==> src/verilog/flag_ops_pkg.sv <==
// Constants, op codes and carriers for the status flag and bit instruction unit
// ****************************************************************************
// Function
// RULE1 - Indexed flag clear forces the selected status bit to zero, others kept.
// RULE2 - Indexed flag raise forces the selected status bit to one, others kept.
// RULE3 - Bit-to-transfer copies the chosen register bit into the transfer flag only.
// RULE4 - Transfer-to-bit writes transfer flag into chosen register bit, flags untouched.
// RULE5 - Carry raise sets carry to one, nothing else changes.
// RULE6 - Carry drop sets carry to zero, nothing else changes.
// RULE7 - Negative raise sets negative flag to one, nothing else changes.
// RULE8 - Negative drop sets negative flag to zero, nothing else changes.
// RULE9 - Zero raise sets zero flag to one, nothing else changes.
// RULE10 - Zero drop sets zero flag to zero, nothing else changes.
// RULE11 - Interrupt enable op sets global interrupt enable to one.
// RULE12 - Interrupt disable op sets global interrupt enable to zero.
// RULE13 - Signed raise sets signed test flag to one, nothing else changes.
// RULE14 - Signed drop sets signed test flag to zero, nothing else changes.
// RULE15 - Overflow raise sets overflow flag to one, nothing else changes.
// RULE16 - Overflow drop sets overflow flag to zero, nothing else changes.
// RULE17 - Transfer raise sets transfer flag to one, nothing else changes.
// RULE18 - Every such instruction completes in one clock, visible to the next.
// ****************************************************************************
package flag_ops_pkg;

  // ****************************************************************************
  // Widths and flag positions
  // ****************************************************************************
  localparam int          DATA_W        = 8;
  localparam int          BIT_IDX_W     = 3;
  localparam int          REG_IDX_W     = 5;
  localparam int          NUM_WORK_REGS = 32;
  localparam int          WB_ADDR_W     = 8;
  localparam int          WB_DATA_W     = 32;
  localparam logic [2:0]  FLAG_CARRY    = 3'h0;
  localparam logic [2:0]  FLAG_ZERO     = 3'h1;
  localparam logic [2:0]  FLAG_NEG      = 3'h2;
  localparam logic [2:0]  FLAG_OVF      = 3'h3;
  localparam logic [2:0]  FLAG_SIGNED   = 3'h4;
  localparam logic [2:0]  FLAG_TRANSFER = 3'h6;
  localparam logic [2:0]  FLAG_IRQ_EN   = 3'h7;
  localparam logic [7:0]  STATUS_RESET  = 8'h00;
  localparam logic [7:0]  REG_RESET     = 8'h00;

  // ****************************************************************************
  // Register map and command word fields
  // ****************************************************************************
  localparam logic [7:0]  ADDR_STATUS   = 8'h00;
  localparam logic [7:0]  ADDR_COMMAND  = 8'h04;
  localparam logic [7:0]  ADDR_REG_BASE = 8'h80;
  localparam int          CMD_CODE_LSB  = 0;
  localparam int          CMD_BIT_LSB   = 8;
  localparam int          CMD_REG_LSB   = 16;

  // ****************************************************************************
  // Op codes and carriers
  // ****************************************************************************
  typedef enum logic [4:0] {
    OP_NONE                 = 5'h00,
    OP_INDEXED_FLAG_CLEAR   = 5'h01,
    OP_INDEXED_FLAG_RAISE   = 5'h02,
    OP_BIT_TO_TRANSFER_FLAG = 5'h03,
    OP_TRANSFER_FLAG_TO_BIT = 5'h04,
    OP_CARRY_RAISE          = 5'h05,
    OP_CARRY_DROP           = 5'h06,
    OP_NEGATIVE_RAISE       = 5'h07,
    OP_NEGATIVE_DROP        = 5'h08,
    OP_ZERO_RAISE           = 5'h09,
    OP_ZERO_DROP            = 5'h0A,
    OP_INTERRUPT_ENABLE     = 5'h0B,
    OP_INTERRUPT_DISABLE    = 5'h0C,
    OP_SIGNED_RAISE         = 5'h0D,
    OP_SIGNED_DROP          = 5'h0E,
    OP_OVERFLOW_RAISE       = 5'h0F,
    OP_OVERFLOW_DROP        = 5'h10,
    OP_TRANSFER_RAISE       = 5'h11
  } op_e;

  typedef struct packed {
    op_e                    code;
    logic [BIT_IDX_W-1:0]   bit_sel;
    logic [REG_IDX_W-1:0]   reg_idx;
  } op_s;

  typedef struct packed {
    logic                   cyc;
    logic                   stb;
    logic                   we;
    logic [WB_ADDR_W-1:0]   adr;
    logic [3:0]             sel;
    logic [WB_DATA_W-1:0]   dat;
  } wb_req_s;

endpackage

==> src/verilog/status_flag_bit_ops.sv <==
// Status flag and bit instruction execution unit with a Wishbone register slave
module status_flag_bit_ops
  import flag_ops_pkg::*;
#(
  parameter int NUM_REGS = NUM_WORK_REGS
)
(
  input  wire logic                 clk_i,
  input  wire logic                 rst_i,
  input  wire logic                 op_valid_i,
  input  wire op_s                  op_i,
  input  wire wb_req_s              wb_i,
  output logic [WB_DATA_W-1:0]      wb_dat_o,
  output logic                      wb_ack_o,
  output logic [DATA_W-1:0]         status_flags_o,
  output logic                      irq_enable_o,
  output logic                      exec_done_o
);

  // ****************************************************************************
  // Storage and decode signals
  // ****************************************************************************
  logic [DATA_W-1:0]    status_flags;
  logic [DATA_W-1:0]    next_status;
  logic [DATA_W-1:0]    reg_file [NUM_REGS];
  logic                 bus_go;
  logic                 bus_wr;
  logic                 hit_status;
  logic                 hit_command;
  logic                 hit_reg;
  logic [REG_IDX_W-1:0] bus_reg_idx;
  logic                 bus_cmd_wr;
  logic                 exec_valid;
  op_s                  exec_op;
  op_s                  bus_op;
  logic                 src_bit;
  logic [WB_DATA_W-1:0] next_rdata;

  // ****************************************************************************
  // Wishbone decode
  // ****************************************************************************
  // Decoder ops win the cycle; the bus waits so both never write the same state
  assign bus_go      = wb_i.cyc && wb_i.stb && !wb_ack_o && !op_valid_i;
  assign bus_wr      = bus_go && wb_i.we && wb_i.sel[0];
  assign hit_status  = (wb_i.adr == ADDR_STATUS);
  assign hit_command = (wb_i.adr == ADDR_COMMAND);
  assign hit_reg     = (wb_i.adr >= ADDR_REG_BASE) && (wb_i.adr[1:0] == 2'h0)
                       && (32'(wb_i.adr[WB_ADDR_W-1:2] - ADDR_REG_BASE[WB_ADDR_W-1:2]) < NUM_REGS);
  assign bus_reg_idx = REG_IDX_W'(wb_i.adr[WB_ADDR_W-1:2] - ADDR_REG_BASE[WB_ADDR_W-1:2]);
  assign bus_cmd_wr  = bus_wr && hit_command;

  assign bus_op.code    = op_e'(wb_i.dat[CMD_CODE_LSB +: 5]);
  assign bus_op.bit_sel = wb_i.dat[CMD_BIT_LSB +: BIT_IDX_W];
  assign bus_op.reg_idx = wb_i.dat[CMD_REG_LSB +: REG_IDX_W];

  // ****************************************************************************
  // Instruction select
  // ****************************************************************************
  assign exec_valid = op_valid_i || bus_cmd_wr;
  assign exec_op    = op_valid_i ? op_i : bus_op;
  assign src_bit    = reg_file[exec_op.reg_idx][exec_op.bit_sel];

  // ****************************************************************************
  // Status flag update
  // ****************************************************************************
  always_comb
  begin
    next_status = status_flags;
    if (exec_valid)
    begin
      case (exec_op.code)
        OP_INDEXED_FLAG_CLEAR:   next_status[exec_op.bit_sel] = 1'b0;   // [RULE1]
        OP_INDEXED_FLAG_RAISE:   next_status[exec_op.bit_sel] = 1'b1;   // [RULE2]
        OP_BIT_TO_TRANSFER_FLAG: next_status[FLAG_TRANSFER]   = src_bit; // [RULE3]
        OP_CARRY_RAISE:          next_status[FLAG_CARRY]      = 1'b1;   // [RULE5]
        OP_CARRY_DROP:           next_status[FLAG_CARRY]      = 1'b0;   // [RULE6]
        OP_NEGATIVE_RAISE:       next_status[FLAG_NEG]        = 1'b1;   // [RULE7]
        OP_NEGATIVE_DROP:        next_status[FLAG_NEG]        = 1'b0;   // [RULE8]
        OP_ZERO_RAISE:           next_status[FLAG_ZERO]       = 1'b1;   // [RULE9]
        OP_ZERO_DROP:            next_status[FLAG_ZERO]       = 1'b0;   // [RULE10]
        OP_INTERRUPT_ENABLE:     next_status[FLAG_IRQ_EN]     = 1'b1;   // [RULE11]
        OP_INTERRUPT_DISABLE:    next_status[FLAG_IRQ_EN]     = 1'b0;   // [RULE12]
        OP_SIGNED_RAISE:         next_status[FLAG_SIGNED]     = 1'b1;   // [RULE13]
        OP_SIGNED_DROP:          next_status[FLAG_SIGNED]     = 1'b0;   // [RULE14]
        OP_OVERFLOW_RAISE:       next_status[FLAG_OVF]        = 1'b1;   // [RULE15]
        OP_OVERFLOW_DROP:        next_status[FLAG_OVF]        = 1'b0;   // [RULE16]
        OP_TRANSFER_RAISE:       next_status[FLAG_TRANSFER]   = 1'b1;   // [RULE17]
        default:                 next_status = status_flags;  // Bit load and unknown codes
      endcase
    end
    else if (bus_wr && hit_status)
    begin
      next_status = wb_i.dat[DATA_W-1:0];
    end
  end

  // Single registered stage so the next op already sees the result
  always_ff @(posedge clk_i)
  begin
    if (rst_i)
      status_flags <= STATUS_RESET;
    else
      status_flags <= next_status;  // [RULE18]
  end

  // ****************************************************************************
  // Working register file
  // ****************************************************************************
  for (genvar g = 0; g < NUM_REGS; g++)
  begin : g_reg
    always_ff @(posedge clk_i)
    begin
      if (rst_i)
        reg_file[g] <= REG_RESET;
      else if (exec_valid && exec_op.code == OP_TRANSFER_FLAG_TO_BIT && exec_op.reg_idx == REG_IDX_W'(g))
        reg_file[g][exec_op.bit_sel] <= status_flags[FLAG_TRANSFER];  // [RULE4]
      else if (bus_wr && hit_reg && bus_reg_idx == REG_IDX_W'(g))
        reg_file[g] <= wb_i.dat[DATA_W-1:0];
    end
  end

  // ****************************************************************************
  // Bus answer
  // ****************************************************************************
  always_comb
  begin
    next_rdata = '0;
    if (hit_status)
      next_rdata[DATA_W-1:0] = status_flags;
    else if (hit_reg)
      next_rdata[DATA_W-1:0] = reg_file[bus_reg_idx];
  end

  // Unmapped addresses still ack, reading zero, so a stray access never hangs
  always_ff @(posedge clk_i)
  begin
    if (rst_i)
    begin
      wb_ack_o <= 1'b0;
      wb_dat_o <= '0;
    end
    else
    begin
      wb_ack_o <= bus_go;
      if (bus_go && !wb_i.we)
        wb_dat_o <= next_rdata;
    end
  end

  always_ff @(posedge clk_i)
  begin
    if (rst_i)
      exec_done_o <= 1'b0;
    else
      exec_done_o <= exec_valid;  // [RULE18]
  end

  assign status_flags_o = status_flags;
  assign irq_enable_o   = status_flags[FLAG_IRQ_EN];

  // ****************************************************************************
  // Assertions
  // ****************************************************************************
  function automatic logic others_kept(input logic [DATA_W-1:0] a, input logic [DATA_W-1:0] b,
                                       input logic [2:0] idx);
    logic [DATA_W-1:0] diff;
    diff = (a ^ b) & ~(DATA_W'(1) << idx);
    return (diff == '0);
  endfunction

  property p_flag_clear;
    @(posedge clk_i) disable iff (rst_i)
    (exec_valid && exec_op.code == OP_INDEXED_FLAG_CLEAR) |=>
      !status_flags[$past(exec_op.bit_sel)] && others_kept(status_flags, $past(status_flags), $past(exec_op.bit_sel));
  endproperty
  a_flag_clear: assert property (p_flag_clear) else $error("indexed clear wrong"); // [RULE1]

  property p_flag_raise;
    @(posedge clk_i) disable iff (rst_i)
    (exec_valid && exec_op.code == OP_INDEXED_FLAG_RAISE) |=>
      status_flags[$past(exec_op.bit_sel)] && others_kept(status_flags, $past(status_flags), $past(exec_op.bit_sel));
  endproperty
  a_flag_raise: assert property (p_flag_raise) else $error("indexed raise wrong"); // [RULE2]

  property p_bit_to_transfer;
    @(posedge clk_i) disable iff (rst_i)
    (exec_valid && exec_op.code == OP_BIT_TO_TRANSFER_FLAG) |=>
      status_flags[FLAG_TRANSFER] == $past(src_bit) && others_kept(status_flags, $past(status_flags), FLAG_TRANSFER);
  endproperty
  a_bit_to_transfer: assert property (p_bit_to_transfer) else $error("bit store wrong"); // [RULE3]

  property p_transfer_to_bit;
    @(posedge clk_i) disable iff (rst_i)
    (exec_valid && exec_op.code == OP_TRANSFER_FLAG_TO_BIT) |=>
      reg_file[$past(exec_op.reg_idx)][$past(exec_op.bit_sel)] == $past(status_flags[FLAG_TRANSFER])
      && $stable(status_flags);
  endproperty
  a_transfer_to_bit: assert property (p_transfer_to_bit) else $error("bit load wrong"); // [RULE4]

  property p_carry_raise;
    @(posedge clk_i) disable iff (rst_i)
    (exec_valid && exec_op.code == OP_CARRY_RAISE) |=>
      status_flags[FLAG_CARRY] && others_kept(status_flags, $past(status_flags), FLAG_CARRY);
  endproperty
  a_carry_raise: assert property (p_carry_raise) else $error("carry raise wrong"); // [RULE5]

  property p_carry_drop;
    @(posedge clk_i) disable iff (rst_i)
    (exec_valid && exec_op.code == OP_CARRY_DROP) |=>
      !status_flags[FLAG_CARRY] && others_kept(status_flags, $past(status_flags), FLAG_CARRY);
  endproperty
  a_carry_drop: assert property (p_carry_drop) else $error("carry drop wrong"); // [RULE6]

  property p_negative_raise;
    @(posedge clk_i) disable iff (rst_i)
    (exec_valid && exec_op.code == OP_NEGATIVE_RAISE) |=>
      status_flags[FLAG_NEG] && others_kept(status_flags, $past(status_flags), FLAG_NEG);
  endproperty
  a_negative_raise: assert property (p_negative_raise) else $error("negative raise wrong"); // [RULE7]

  property p_negative_drop;
    @(posedge clk_i) disable iff (rst_i)
    (exec_valid && exec_op.code == OP_NEGATIVE_DROP) |=>
      !status_flags[FLAG_NEG] && others_kept(status_flags, $past(status_flags), FLAG_NEG);
  endproperty
  a_negative_drop: assert property (p_negative_drop) else $error("negative drop wrong"); // [RULE8]

  property p_zero_raise;
    @(posedge clk_i) disable iff (rst_i)
    (exec_valid && exec_op.code == OP_ZERO_RAISE) |=>
      status_flags[FLAG_ZERO] && others_kept(status_flags, $past(status_flags), FLAG_ZERO);
  endproperty
  a_zero_raise: assert property (p_zero_raise) else $error("zero raise wrong"); // [RULE9]

  property p_zero_drop;
    @(posedge clk_i) disable iff (rst_i)
    (exec_valid && exec_op.code == OP_ZERO_DROP) |=>
      !status_flags[FLAG_ZERO] && others_kept(status_flags, $past(status_flags), FLAG_ZERO);
  endproperty
  a_zero_drop: assert property (p_zero_drop) else $error("zero drop wrong"); // [RULE10]

  property p_irq_enable;
    @(posedge clk_i) disable iff (rst_i)
    (exec_valid && exec_op.code == OP_INTERRUPT_ENABLE) |=>
      irq_enable_o && others_kept(status_flags, $past(status_flags), FLAG_IRQ_EN);
  endproperty
  a_irq_enable: assert property (p_irq_enable) else $error("interrupt enable wrong"); // [RULE11]

  property p_irq_disable;
    @(posedge clk_i) disable iff (rst_i)
    (exec_valid && exec_op.code == OP_INTERRUPT_DISABLE) |=>
      !irq_enable_o && others_kept(status_flags, $past(status_flags), FLAG_IRQ_EN);
  endproperty
  a_irq_disable: assert property (p_irq_disable) else $error("interrupt disable wrong"); // [RULE12]

  property p_signed_raise;
    @(posedge clk_i) disable iff (rst_i)
    (exec_valid && exec_op.code == OP_SIGNED_RAISE) |=>
      status_flags[FLAG_SIGNED] && others_kept(status_flags, $past(status_flags), FLAG_SIGNED);
  endproperty
  a_signed_raise: assert property (p_signed_raise) else $error("signed raise wrong"); // [RULE13]

  property p_signed_drop;
    @(posedge clk_i) disable iff (rst_i)
    (exec_valid && exec_op.code == OP_SIGNED_DROP) |=>
      !status_flags[FLAG_SIGNED] && others_kept(status_flags, $past(status_flags), FLAG_SIGNED);
  endproperty
  a_signed_drop: assert property (p_signed_drop) else $error("signed drop wrong"); // [RULE14]

  property p_overflow_raise;
    @(posedge clk_i) disable iff (rst_i)
    (exec_valid && exec_op.code == OP_OVERFLOW_RAISE) |=>
      status_flags[FLAG_OVF] && others_kept(status_flags, $past(status_flags), FLAG_OVF);
  endproperty
  a_overflow_raise: assert property (p_overflow_raise) else $error("overflow raise wrong"); // [RULE15]

  property p_overflow_drop;
    @(posedge clk_i) disable iff (rst_i)
    (exec_valid && exec_op.code == OP_OVERFLOW_DROP) |=>
      !status_flags[FLAG_OVF] && others_kept(status_flags, $past(status_flags), FLAG_OVF);
  endproperty
  a_overflow_drop: assert property (p_overflow_drop) else $error("overflow drop wrong"); // [RULE16]

  property p_transfer_raise;
    @(posedge clk_i) disable iff (rst_i)
    (exec_valid && exec_op.code == OP_TRANSFER_RAISE) |=>
      status_flags[FLAG_TRANSFER] && others_kept(status_flags, $past(status_flags), FLAG_TRANSFER);
  endproperty
  a_transfer_raise: assert property (p_transfer_raise) else $error("transfer raise wrong"); // [RULE17]

  property p_one_cycle;
    @(posedge clk_i) disable iff (rst_i)
    exec_valid |=> exec_done_o && status_flags == $past(next_status);
  endproperty
  a_one_cycle: assert property (p_one_cycle) else $error("op not done in one cycle"); // [RULE18]

  property p_load_keeps_others;
    @(posedge clk_i) disable iff (rst_i)
    (exec_valid && exec_op.code == OP_TRANSFER_FLAG_TO_BIT) |=>
      others_kept(reg_file[$past(exec_op.reg_idx)], $past(reg_file[exec_op.reg_idx]), $past(exec_op.bit_sel));
  endproperty
  a_load_keeps_others: assert property (p_load_keeps_others) else $error("bit load touched other bits"); // [RULE4]

  property p_refused_keeps;
    @(posedge clk_i) disable iff (rst_i)
    (exec_valid && (exec_op.code == OP_NONE || exec_op.code > OP_TRANSFER_RAISE)) |=> $stable(status_flags);
  endproperty
  a_refused_keeps: assert property (p_refused_keeps) else $error("unknown op changed flags");

  property p_done_only_after_op;
    @(posedge clk_i) disable iff (rst_i)
    !exec_valid |=> !exec_done_o;
  endproperty
  a_done_only_after_op: assert property (p_done_only_after_op) else $error("done without an op"); // [RULE18]

  property p_bus_status_write;
    @(posedge clk_i) disable iff (rst_i)
    (bus_wr && hit_status) |=> status_flags == $past(wb_i.dat[DATA_W-1:0]);
  endproperty
  a_bus_status_write: assert property (p_bus_status_write) else $error("status write lost");

  property p_bus_reg_write;
    @(posedge clk_i) disable iff (rst_i)
    (bus_wr && hit_reg) |=> reg_file[$past(bus_reg_idx)] == $past(wb_i.dat[DATA_W-1:0]);
  endproperty
  a_bus_reg_write: assert property (p_bus_reg_write) else $error("register write lost");

  property p_status_read;
    @(posedge clk_i) disable iff (rst_i)
    (bus_go && !wb_i.we && hit_status) |=> wb_ack_o && wb_dat_o == WB_DATA_W'($past(status_flags));
  endproperty
  a_status_read: assert property (p_status_read) else $error("status read data wrong");

  // Decoder ops own the cycle, so a pending bus access must not be answered
  property p_op_stalls_bus;
    @(posedge clk_i) disable iff (rst_i)
    op_valid_i |=> !wb_ack_o;
  endproperty
  a_op_stalls_bus: assert property (p_op_stalls_bus) else $error("bus answered during an op");

  property p_ack_has_request;
    @(posedge clk_i) disable iff (rst_i)
    wb_ack_o |-> $past(wb_i.cyc && wb_i.stb);
  endproperty
  a_ack_has_request: assert property (p_ack_has_request) else $error("ack without a request");

  property p_bus_ack;
    @(posedge clk_i) disable iff (rst_i)
    (wb_i.cyc && wb_i.stb && !wb_ack_o && !op_valid_i) |=> wb_ack_o ##1 !wb_ack_o;
  endproperty
  a_bus_ack: assert property (p_bus_ack) else $error("bus ack not a single cycle pulse");

endmodule

==> config.mk <==
export PLATFORM = sky130hd
export DESIGN_NAME = status_flag_bit_ops
export DESIGN_NICKNAME = d
export VERILOG_FILES = /design/src/verilog/flag_ops_pkg.sv /design/src/verilog/status_flag_bit_ops.sv
export SDC_FILE = /design/constraint.sdc
export NUM_CORES = 1
export LEC_CHECK = 0
export BUFFER_PORTS_ARGS = -buffer_cell sky130_fd_sc_hd__buf_2
export CAP_MARGIN = 20
export CORE_ASPECT_RATIO = 1.2
export CORE_MARGIN = 3
export CORE_UTILIZATION = 45
export DETAILED_ROUTE_END_ITERATION = 8
export GPL_TIMING_DRIVEN = 0
export PLACE_DENSITY = 0.65
export SLEW_MARGIN = 20
export SYNTH_ARGS = -nofsm -noshare
export SYNTH_HDL_FRONTEND = slang
export SYNTH_SLANG_ARGS = --single-unit
==> constraint.sdc <==
create_clock -name clk_i -period 2.7 [get_ports clk_i]
set_clock_uncertainty 0.2 [all_clocks]
set_input_delay 0.135 -clock clk_i [delete_from_list [all_inputs] [get_ports clk_i]]
set_output_delay 0.135 -clock clk_i [all_outputs]
set_load 0.01 [all_outputs]
==> results of run 1 <==
state kept, by name, indices dropped and copies added (netlist names), named ones only:
signal          cells
exec_done_o         1
wb_dat_o            8
reg_file          256
wb_ack_o            1
status_flags_o      7
critical path: cells and delay by family:
kind                   cells  cell delay (ns)
AND/OR/NAND/NOR            4             1.48
AO/OA/AOI/OAI              1             0.12
buffers and inverters      3             1.26
cells by family after synthesis:
family / after synthesis / synth area share, %
and+or+nand+nor: 857 / 19.7
AOI/OAI and AO/OA: 658 / 19.0
DFF: 274 / 43.0
buffers and inverters: 235 / 5.96
muxes: 125 / 12.3
xor gates and xnor gates: 2 / 0.0935
other: 1 / 0.0200
cell type report:
type / count / area share (%)
Buffer: 226 / 5.72
Clock buffer: 34 / 3.18
Clock inverter: 24 / 1.26
Inverter: 4 / 0.0606
Multi-Input combinational cell: 1666 / 46.3
Sequential cell: 274 / 32.5
Tap cell: 539 / 2.72
Timing Repair Buffer: 236 / 8.25
path summary, 6_finish.rpt:
kind                            slack, ns         from         endpoint
worst max-delay path                -0.18     wb_i[39]   reg_file[0][3]
worst min-delay path                 0.02      wb_i[6]  reg_file[16][6]
worst max register to register      -0.15     wb_ack_o  reg_file[31][0]
worst min register to register       0.31  wb_dat_o[5]      wb_dat_o[5]
power by group through the flow:
stage	registers (mW)	clock network (mW)	logic (mW)
CTS	4.88	4.70	2.02
finish	4.89	4.77	2.26
global route	4.89	4.86	2.30
detailed placement	4.97	0	1.91
floorplan	4.91	0	1.08
global placement	4.97	0	1.90
synth_stat cells (13+ instances only):
master | n | area share (%)
sky130_fd_sc_hd__mux2i_1 | 29 | 1.5
sky130_fd_sc_hd__buf_4 | 30 | 1.2
sky130_fd_sc_hd__o21ai_0 | 356 | 9.5
sky130_fd_sc_hd__a211oi_1 | 13 | 0.52
sky130_fd_sc_hd__nand2_1 | 540 | 11
sky130_fd_sc_hd__o21ai_1 | 145 | 3.9
sky130_fd_sc_hd__mux4_2 | 82 | 9.9
sky130_fd_sc_hd__a21oi_1 | 77 | 2.1
sky130_fd_sc_hd__nor4_1 | 14 | 0.47
sky130_fd_sc_hd__buf_2 | 61 | 1.6
sky130_fd_sc_hd__edfxtp_1 | 256 | 41
sky130_fd_sc_hd__nand3_1 | 114 | 3.0
sky130_fd_sc_hd__dfxtp_1 | 18 | 1.9
sky130_fd_sc_hd__nor2_1 | 111 | 2.2
sky130_fd_sc_hd__buf_1 | 18 | 0.36
sky130_fd_sc_hd__o21ai_2 | 19 | 0.89
sky130_fd_sc_hd__nand2_2 | 17 | 0.57
sky130_fd_sc_hd__clkbuf_1 | 116 | 2.3
placed cells by master, fill, tap and decap left out, types with 10 or more instances in the layout:
cell type                       instances
sky130_fd_sc_hd__nand2_1              515
sky130_fd_sc_hd__edfxtp_1             256
sky130_fd_sc_hd__o21ai_2              247
sky130_fd_sc_hd__buf_4                146
sky130_fd_sc_hd__o21ai_0              134
sky130_fd_sc_hd__o21ai_1              128
sky130_fd_sc_hd__nand3_1              112
sky130_fd_sc_hd__clkbuf_1              94
sky130_fd_sc_hd__mux4_2                82
sky130_fd_sc_hd__buf_6                 78
sky130_fd_sc_hd__buf_2                 75
sky130_fd_sc_hd__nor2_1                73
sky130_fd_sc_hd__a21oi_1               73
sky130_fd_sc_hd__nor2_4                32
sky130_fd_sc_hd__clkbuf_16             32
sky130_fd_sc_hd__mux2i_1               27
sky130_fd_sc_hd__conb_1                24
sky130_fd_sc_hd__nand2_8               20
sky130_fd_sc_hd__buf_8                 20
sky130_fd_sc_hd__dfxtp_1               17
sky130_fd_sc_hd__buf_1                 14
sky130_fd_sc_hd__a211oi_1              13
sky130_fd_sc_hd__nand2_4               12
sky130_fd_sc_hd__nand2_2               11
sky130_fd_sc_hd__clkbuf_2              11
sky130_fd_sc_hd__o21ai_4               11
sky130_fd_sc_hd__dlygate4sd3_1         11
sky130_fd_sc_hd__nor2_2                10
metal layers:
| layer | vias to the layer above | wire, µm | part of all wire [%] | global-route usage, % |
|---|---|---|---|---|
| met4 | 2 | 8290 | 8.1 | 25.5 |
| met5 | - | 13 | 0.013 | 0 |
| li1 | 8403 | - | - | - |
| met1 | 9868 | 36000 | 35 | 59.4 |
| met3 | 420 | 14900 | 15 | 12.6 |
| met2 | 1934 | 42700 | 42 | 63.5 |
stage by stage:
stage / instance area [µm²] / total power, mW / setup slack [ns]
2_1_floorplan: 18800 / 5.98 / 0.214
3_3_place_gp: 19700 / 6.86 / -1.98
3_5_place_dp: 19800 / 6.88 / -1.36
4_1_cts: 22700 / 11.6 / -0.151
5_1_grt: 24800 / 12.1 / -0.236
6_report: 24800 / 11.9 / -0.183
what timing repair did:
item / in CTS / in global routing
gates cloned: 2 / 4
setup buffers: 78 / 91
hold endpoints to repair: 14 / 0
pin swaps: 17 / 35
gates resized for setup: 312 / 531
setup endpoints to repair: 513 / 506
hold buffers: 11 / 0
==> metrics.json, run 1 <==
{
  "dp.cells": 2764,
  "multi_input_area_um2": 11500,
  "distinct_cell_type_count_after_synthesis": 65,
  "internal-power_mw": 8.18,
  "cts_max_level": 1,
  "clock_slew_at_reported_path_ffs_ns": 0.07,
  "initial_core_util_pct": 45.8,
  "maxCapViolations": 0,
  "tns_ns": -18.70,
  "critical_path.endpoint_type": "register",
  "fin_nets": 2502,
  "drt-pass1-iter-count": 8,
  "clock-root-buffer": "sky130_fd_sc_hd__clkbuf_16",
  "worstPathCellList": "buf_2 -> buf_1 -> nor2_1 -> nand2_1 -> nor2b_1 -> buf_1 -> nor2_1 -> o21ai_2",
  "floorplan.rows": 81,
  "via_count_of_the_first_global_routing_pass": 18346,
  "worstSkewPairLatency_ns": 0.62,
  "holdWs_ns": 0.0229,
  "min_path_type": "input port to register",
  "place.port_buffers": 48,
  "detail_route.wl_per_cell_um": 33.9,
  "die_height_um": 230,
  "max_freq_mhz": 347,
  "fp.dieArea_um2": 44100,
  "share_seq_of_total_power_pct": 41.0,
  "num_vias": 20627,
  "gp_congestion": 1.09,
  "synth_area_um2": 18700,
  "worstSetupStartpointType": "input port",
  "violations": "negative setup slack",
  "number_of_violations_reported_at_the_end_of_detailed_routing_iteration_0": 3449,
  "synth_enable_flop_cells": 256,
  "vias_per_cell": 6.87,
  "ctsLongestPathBuffers": 3,
  "worst_slew_pin_slew_ns": 1.37,
  "core_region_area_um2": 40900,
  "top_level_ports": 106,
  "grt_usage_pct": 44.2,
  "globalRouteOverflowTotal": 0,
  "syn_to_final_growth_pct": 32.3,
  "grt_antenna_before_repair": 1,
  "swShare_pct": 31.3,
  "crit_path_max_fanout": 10,
  "dpl.hpwl_um": 70700,
  "cts_tree": "yes",
  "synth_area_per_cell_um2": 8.71,
  "worstRegToRegCells": 11,
  "postRouteAntennaNets": 0,
  "grt_start_max_net_pins": 16,
  "grt_setup_unrepaired": "yes",
  "clkPwrFrac_pct": 40.0,
  "nFillCells": 3513,
  "power.density_nw_per_um2": 481,
  "p_leak_nw": 8.68,
  "critical_path_arrival_ns": 3.03,
  "fin_crit_ns": 2.88,
  "wirelength_um": 102000,
  "status": "complete, but fails checks",
  "synth_flop_cell": "sky130_fd_sc_hd__edfxtp_1",
  "final_layout_size_suffix_gt1_share_pct": 35.5,
  "drc_errors": 0,
  "cpPeakStageDelay_ns": 0.79,
  "grt_pass1_wl_um": 138000,
  "critPathSlowestCell": "sky130_fd_sc_hd__buf_1",
  "min_delay_path_depth": 3,
  "die_width_um": 192,
  "num_antenna_cells": 0,
  "worst_slew_margin_rel_pct": 8.62,
  "report.final.setup_viol": 291,
  "ff_latch_area_um2": 8050,
  "cts_num_sinks": 274,
  "ys_async_sr_fraction_pct": 0,
  "pwr-share-comb_pct": 19.0,
  "ir_worst_vdd_uv": 504,
  "final_min_period_over_clock_period_pct": 107,
  "cp_class": "input port to register",
  "synth-warning-count": 0,
  "critical_path_required_ns": 2.85,
  "post_synth_inst_count": 2152,
  "finalNonFillerCells": 3003,
  "layout_setup_ws_ns": -0.183,
  "postLayoutCoreUtil_pct": 60.5,
  "final-max-slew-violation-count": 0,
  "cts_made_buffers": 31,
  "yosys_reg_bits": 274,
  "synth_seq_area_share_pct": 43.0,
  "switchingPower_mw": 3.74,
  "timing_hold_violations_final": 0
}
Power figures use the tool's default switching activity.
==> inputs of run 2 (changes only) <==
--- a/config.mk
+++ b/config.mk
@@ -11,7 +11,7 @@
 export CORE_MARGIN = 3
 export CORE_UTILIZATION = 45
 export DETAILED_ROUTE_END_ITERATION = 8
-export GPL_TIMING_DRIVEN = 0
+export GPL_ROUTABILITY_DRIVEN = 1
 export PLACE_DENSITY = 0.65
 export SLEW_MARGIN = 20
 export SYNTH_ARGS = -nofsm -noshare
==> metrics.json, run 2 (same netlist as run 1, synthesis figures left out) <==
{
  "final_min_period_over_clock_period": {"value": 98.1, "unit": "%", "change": "was 107%"},
  "dp.cells": {"value": 2803, "change": "was 2764"},
  "vias_per_cell": {"value": 6.59, "change": "was 6.87"},
  "setup.worst_path.end": {"value": "reg_file[11][3]", "change": "was reg_file[0][3]"},
  "nFillCells": {"value": 3649, "change": "was 3513"},
  "die_height": {"value": 230, "unit": "µm", "change": "unchanged"},
  "timing_hold_violations_final": {"value": 0, "change": "unchanged"},
  "share_seq_of_total_power": {"value": 45.4, "unit": "%", "change": "was 41.0%"},
  "cp_class": {"value": "register to register", "change": "was input port to register"},
  "worstRegToRegCells": {"value": 11, "change": "unchanged"},
  "worst_slew_margin_rel": {"value": 43.6, "unit": "%", "change": "was 8.62%"},
  "die_width": {"value": 192, "unit": "µm", "change": "unchanged"},
  "most_frequent_cells_in_the_layout": {"value": "sky130_fd_sc_hd__nand2_1 (536), sky130_fd_sc_hd__edfxtp_1 (256), sky130_fd_sc_hd__o21ai_0 (236), sky130_fd_sc_hd__buf_4 (226), sky130_fd_sc_hd__o21ai_1 (222)", "change": "was sky130_fd_sc_hd__nand2_1 (515), sky130_fd_sc_hd__edfxtp_1 (256), sky130_fd_sc_hd__o21ai_2 (247), sky130_fd_sc_hd__buf_4 (146), sky130_fd_sc_hd__o21ai_0 (134)"},
  "critPathSlowestCell": {"value": "sky130_fd_sc_hd__dfxtp_1", "change": "was sky130_fd_sc_hd__buf_1"},
  "floorplan.rows": {"value": 81, "change": "unchanged"},
  "via_count_of_the_first_global_routing_pass": {"value": 17741, "change": "was 18346"},
  "postRouteAntennaNets": {"value": 0, "change": "unchanged"},
  "number_of_violations_reported_at_the_end_of_detailed_routing_iteration_0": {"value": 2768, "change": "was 3449"},
  "wirelength": {"value": 77200, "unit": "µm", "change": "was 102000 µm"},
  "clock_slew_at_reported_path_ffs": {"value": 0.06, "unit": "ns", "change": "was 0.07 ns"},
  "p_leak": {"value": 7.92, "unit": "nW", "change": "was 8.68 nW"},
  "power.density": {"value": 480, "unit": "nW/µm²", "change": "was 481 nW/µm²"},
  "pwr-share-comb": {"value": 18.4, "unit": "%", "change": "was 19.0%"},
  "critical_path_depth": {"value": 11, "change": "was 8"},
  "initial_core_util": {"value": 45.8, "unit": "%", "change": "unchanged"},
  "report.final.setup_viol": {"value": 0, "change": "was 291"},
  "globalRouteOverflowTotal": {"value": 0, "change": "unchanged"},
  "launch_point_of_the_worst_reg_to_reg_path": {"value": "wb_ack_o", "change": "unchanged"},
  "dpl.hpwl": {"value": 50500, "unit": "µm", "change": "was 70700 µm"},
  "internal-power": {"value": 7.64, "unit": "mW", "change": "was 8.18 mW"},
  "grt_antenna_before_repair": {"value": 0, "change": "was 1"},
  "min_path_type": {"value": "input port to register", "change": "unchanged"},
  "fin_nets": {"value": 2375, "change": "was 2502"},
  "final_common_cell": {"value": "sky130_fd_sc_hd__nand2_1", "change": "unchanged"},
  "critical_path_arrival": {"value": 2.73, "unit": "ns", "change": "was 3.03 ns"},
  "critPathTopFamily": {"value": "simple AND/OR/NAND/NOR gates", "change": "unchanged"},
  "final_layout_size_suffix_gt1_share": {"value": 24.4, "unit": "%", "change": "was 35.5%"},
  "grt_usage": {"value": 34.0, "unit": "%", "change": "was 44.2%"},
  "clkPwrFrac": {"value": 36.2, "unit": "%", "change": "was 40.0%"},
  "worst_r2r_endpoint": {"value": "reg_file[11][3]", "change": "was reg_file[31][0]"},
  "finalNonFillerCells": {"value": 2871, "change": "was 3003"},
  "drt-pass1-iter-count": {"value": 6, "change": "was 8"},
  "largest_register_ff_count": {"value": 256, "change": "unchanged"},
  "worst-r2r-setup-slack": {"value": 0.05, "unit": "ns", "change": "was -0.15 ns"},
  "worst_slew_pin_slew": {"value": 0.843, "unit": "ns", "change": "was 1.37 ns"},
  "critical_path_required": {"value": 2.78, "unit": "ns", "change": "was 2.85 ns"},
  "tns": {"value": 0, "unit": "ns", "change": "was -18.70 ns"},
  "cts_max_level": {"value": 1, "change": "unchanged"},
  "worstPathCellList": {"value": "and4bb_1 -> a41o_1 -> and2b_2 -> nor4b_4 -> buf_4 -> nand2_8 -> nor3_4 -> buf_6 -> buf_8 -> nand2_8 -> o21ai_2", "change": "was buf_2 -> buf_1 -> nor2_1 -> nand2_1 -> nor2b_1 -> buf_1 -> nor2_1 -> o21ai_2"},
  "grt_setup_unrepaired": {"value": "yes", "change": "unchanged"},
  "largest_register": {"value": "reg_file", "change": "unchanged"},
  "num_vias": {"value": 18931, "change": "was 20627"},
  "worstSetupStartpointType": {"value": "register", "change": "was input port"},
  "status": {"value": "finished clean", "change": "was complete, but fails checks"},
  "cts_made_buffers": {"value": 29, "change": "was 31"},
  "ctsLongestPathBuffers": {"value": 3, "change": "unchanged"},
  "top_level_ports": {"value": 106, "change": "unchanged"},
  "syn_to_final_growth": {"value": 19.9, "unit": "%", "change": "was 32.3%"},
  "crit_path_max_fanout": {"value": 7, "change": "was 10"},
  "fin_crit": {"value": 2.65, "unit": "ns", "change": "was 2.88 ns"},
  "detail_route.wl_per_cell": {"value": 26.9, "unit": "µm", "change": "was 33.9 µm"},
  "maxCapViolations": {"value": 0, "change": "unchanged"},
  "worstSkewPairLatency": {"value": 0.59, "unit": "ns", "change": "was 0.62 ns"},
  "fp.dieArea": {"value": 44100, "unit": "µm²", "change": "unchanged"},
  "grt_pass1_wl": {"value": 112000, "unit": "µm", "change": "was 138000 µm"},
  "gp_congestion": {"value": 1.00, "change": "was 1.09"},
  "grt_start_max_net_pins": {"value": 54, "change": "was 16"},
  "postLayoutCoreUtil": {"value": 54.9, "unit": "%", "change": "was 60.5%"},
  "final-max-slew-violation-count": {"value": 0, "change": "unchanged"},
  "place.port_buffers": {"value": 62, "change": "was 48"},
  "max_freq": {"value": 377, "unit": "MHz", "change": "was 347 MHz"},
  "min_delay_path_depth": {"value": 6, "change": "was 3"},
  "worst-path-buf-inv": {"value": 3, "change": "unchanged"},
  "swShare": {"value": 29.1, "unit": "%", "change": "was 31.3%"},
  "drc_errors": {"value": 0, "change": "unchanged"},
  "clock-root-buffer": {"value": "sky130_fd_sc_hd__clkbuf_16", "change": "unchanged"},
  "worst_path_most_repeated_cell": "sky130_fd_sc_hd__nand2_8",
  "cts_tree": {"value": "yes", "change": "unchanged"},
  "num_antenna_cells": {"value": 0, "change": "unchanged"},
  "worst_setup_path_startpoint": {"value": "wb_ack_o", "change": "was wb_i[39]"},
  "cts_num_sinks": {"value": 274, "change": "unchanged"},
  "critical_path.endpoint_type": {"value": "register", "change": "unchanged"},
  "cpPeakStageDelay": {"value": 0.31, "unit": "ns", "change": "was 0.79 ns"},
  "core_region_area": {"value": 40900, "unit": "µm²", "change": "unchanged"},
  "ir_worst_vdd": {"value": 542, "unit": "µV", "change": "was 504 µV"},
  "switchingPower": {"value": 3.13, "unit": "mW", "change": "was 3.74 mW"}
}
run 2: cell count changes in the layout (fill, tap and decap cells not counted), moves of 71 or more:
cell	previous run	this run
sky130_fd_sc_hd__o21ai_2	247	60
sky130_fd_sc_hd__buf_4	146	226
sky130_fd_sc_hd__clkbuf_1	94	7
sky130_fd_sc_hd__buf_6	78	7
sky130_fd_sc_hd__o21ai_0	134	236
sky130_fd_sc_hd__o21ai_1	128	222
run 2: final cells by class:
class                   count  area, µm²  area share (%)
inverters                   4       15.0          0.0668
flip-flops and latches    274       8050            35.8
clock inverters            15        121           0.540
well taps                 539        674            3.00
multi-input cells        1668      10000            44.7
clock buffers              36        752            3.35
repair buffers            335       2820            12.5
run 2: power by group through the flow:
| stage | registers [mW] | logic, mW | clock network, mW |
|---|---|---|---|
| 2_1_floorplan | 4.91 | 1.08 | 0 |
| 3_3_place_gp | 4.96 | 1.83 | 0 |
| 3_5_place_dp | 4.97 | 1.84 | 0 |
| 4_1_cts | 4.88 | 1.87 | 3.89 |
| 5_1_grt | 4.89 | 2.06 | 4.05 |
| 6_report | 4.89 | 1.98 | 3.90 |
run 2: worst min path at each step:
| stage | from | end | slack, ns |
|---|---|---|---|
| 2_1_floorplan | wb_i[46] | wb_ack_o | 0.11 |
| 3_3_place_gp | wb_i[46] | wb_ack_o | 0.25 |
| 3_5_place_dp | wb_i[46] | wb_ack_o | 0.25 |
| 4_1_cts | wb_i[36] | wb_dat_o[2] | 0.002 |
| 5_1_grt | op_i[12] | status_flags_o[7] | 0.05 |
| 6_report | wb_i[36] | wb_dat_o[6] | 0.03 |
run 2: worst reg2reg max path: cells and delay by family (launching register included):
kind                   cells  cell delay, ns
AO/OA/AOI/OAI              2            0.31
buffers and inverters      3            0.50
flip-flops                 1            0.31
AND/OR/NAND/NOR            6            1.04
run 2: stage by stage:
step	instance area, µm²	power, mW	hold WS (ns)	setup WS [ns]
finish	22500	10.8	0.0308	0.0502
global route	22500	11.0	0.0546	-0.0369
CTS	22200	10.6	0.00187	-0.00192
detailed placement	21100	6.81	0.249	-0.279
global placement	21100	6.79	0.247	-0.249
floorplan	18800	5.98	0.112	0.214
run 2: per-layer routing:
layer  share of wire, %  GRT usage (%)  wire length, µm  vias up
li1                   -              -                -     8086
met1                 36           45.7            27600     8972
met2                 43           50.7            33100     1545
met3                 13           5.77            10300      328
met4                8.0           22.1             6150        0
met5                  0              0                0        -
run 2: what timing repair did:
item	4_1_cts	5_1_grt
gates cloned	0	2
gates resized for setup	45	160
setup buffers	5	1
hold buffers	9	0
hold endpoints to repair	33	0
endpoints found under the setup margin	172	280
pin swaps	3	5
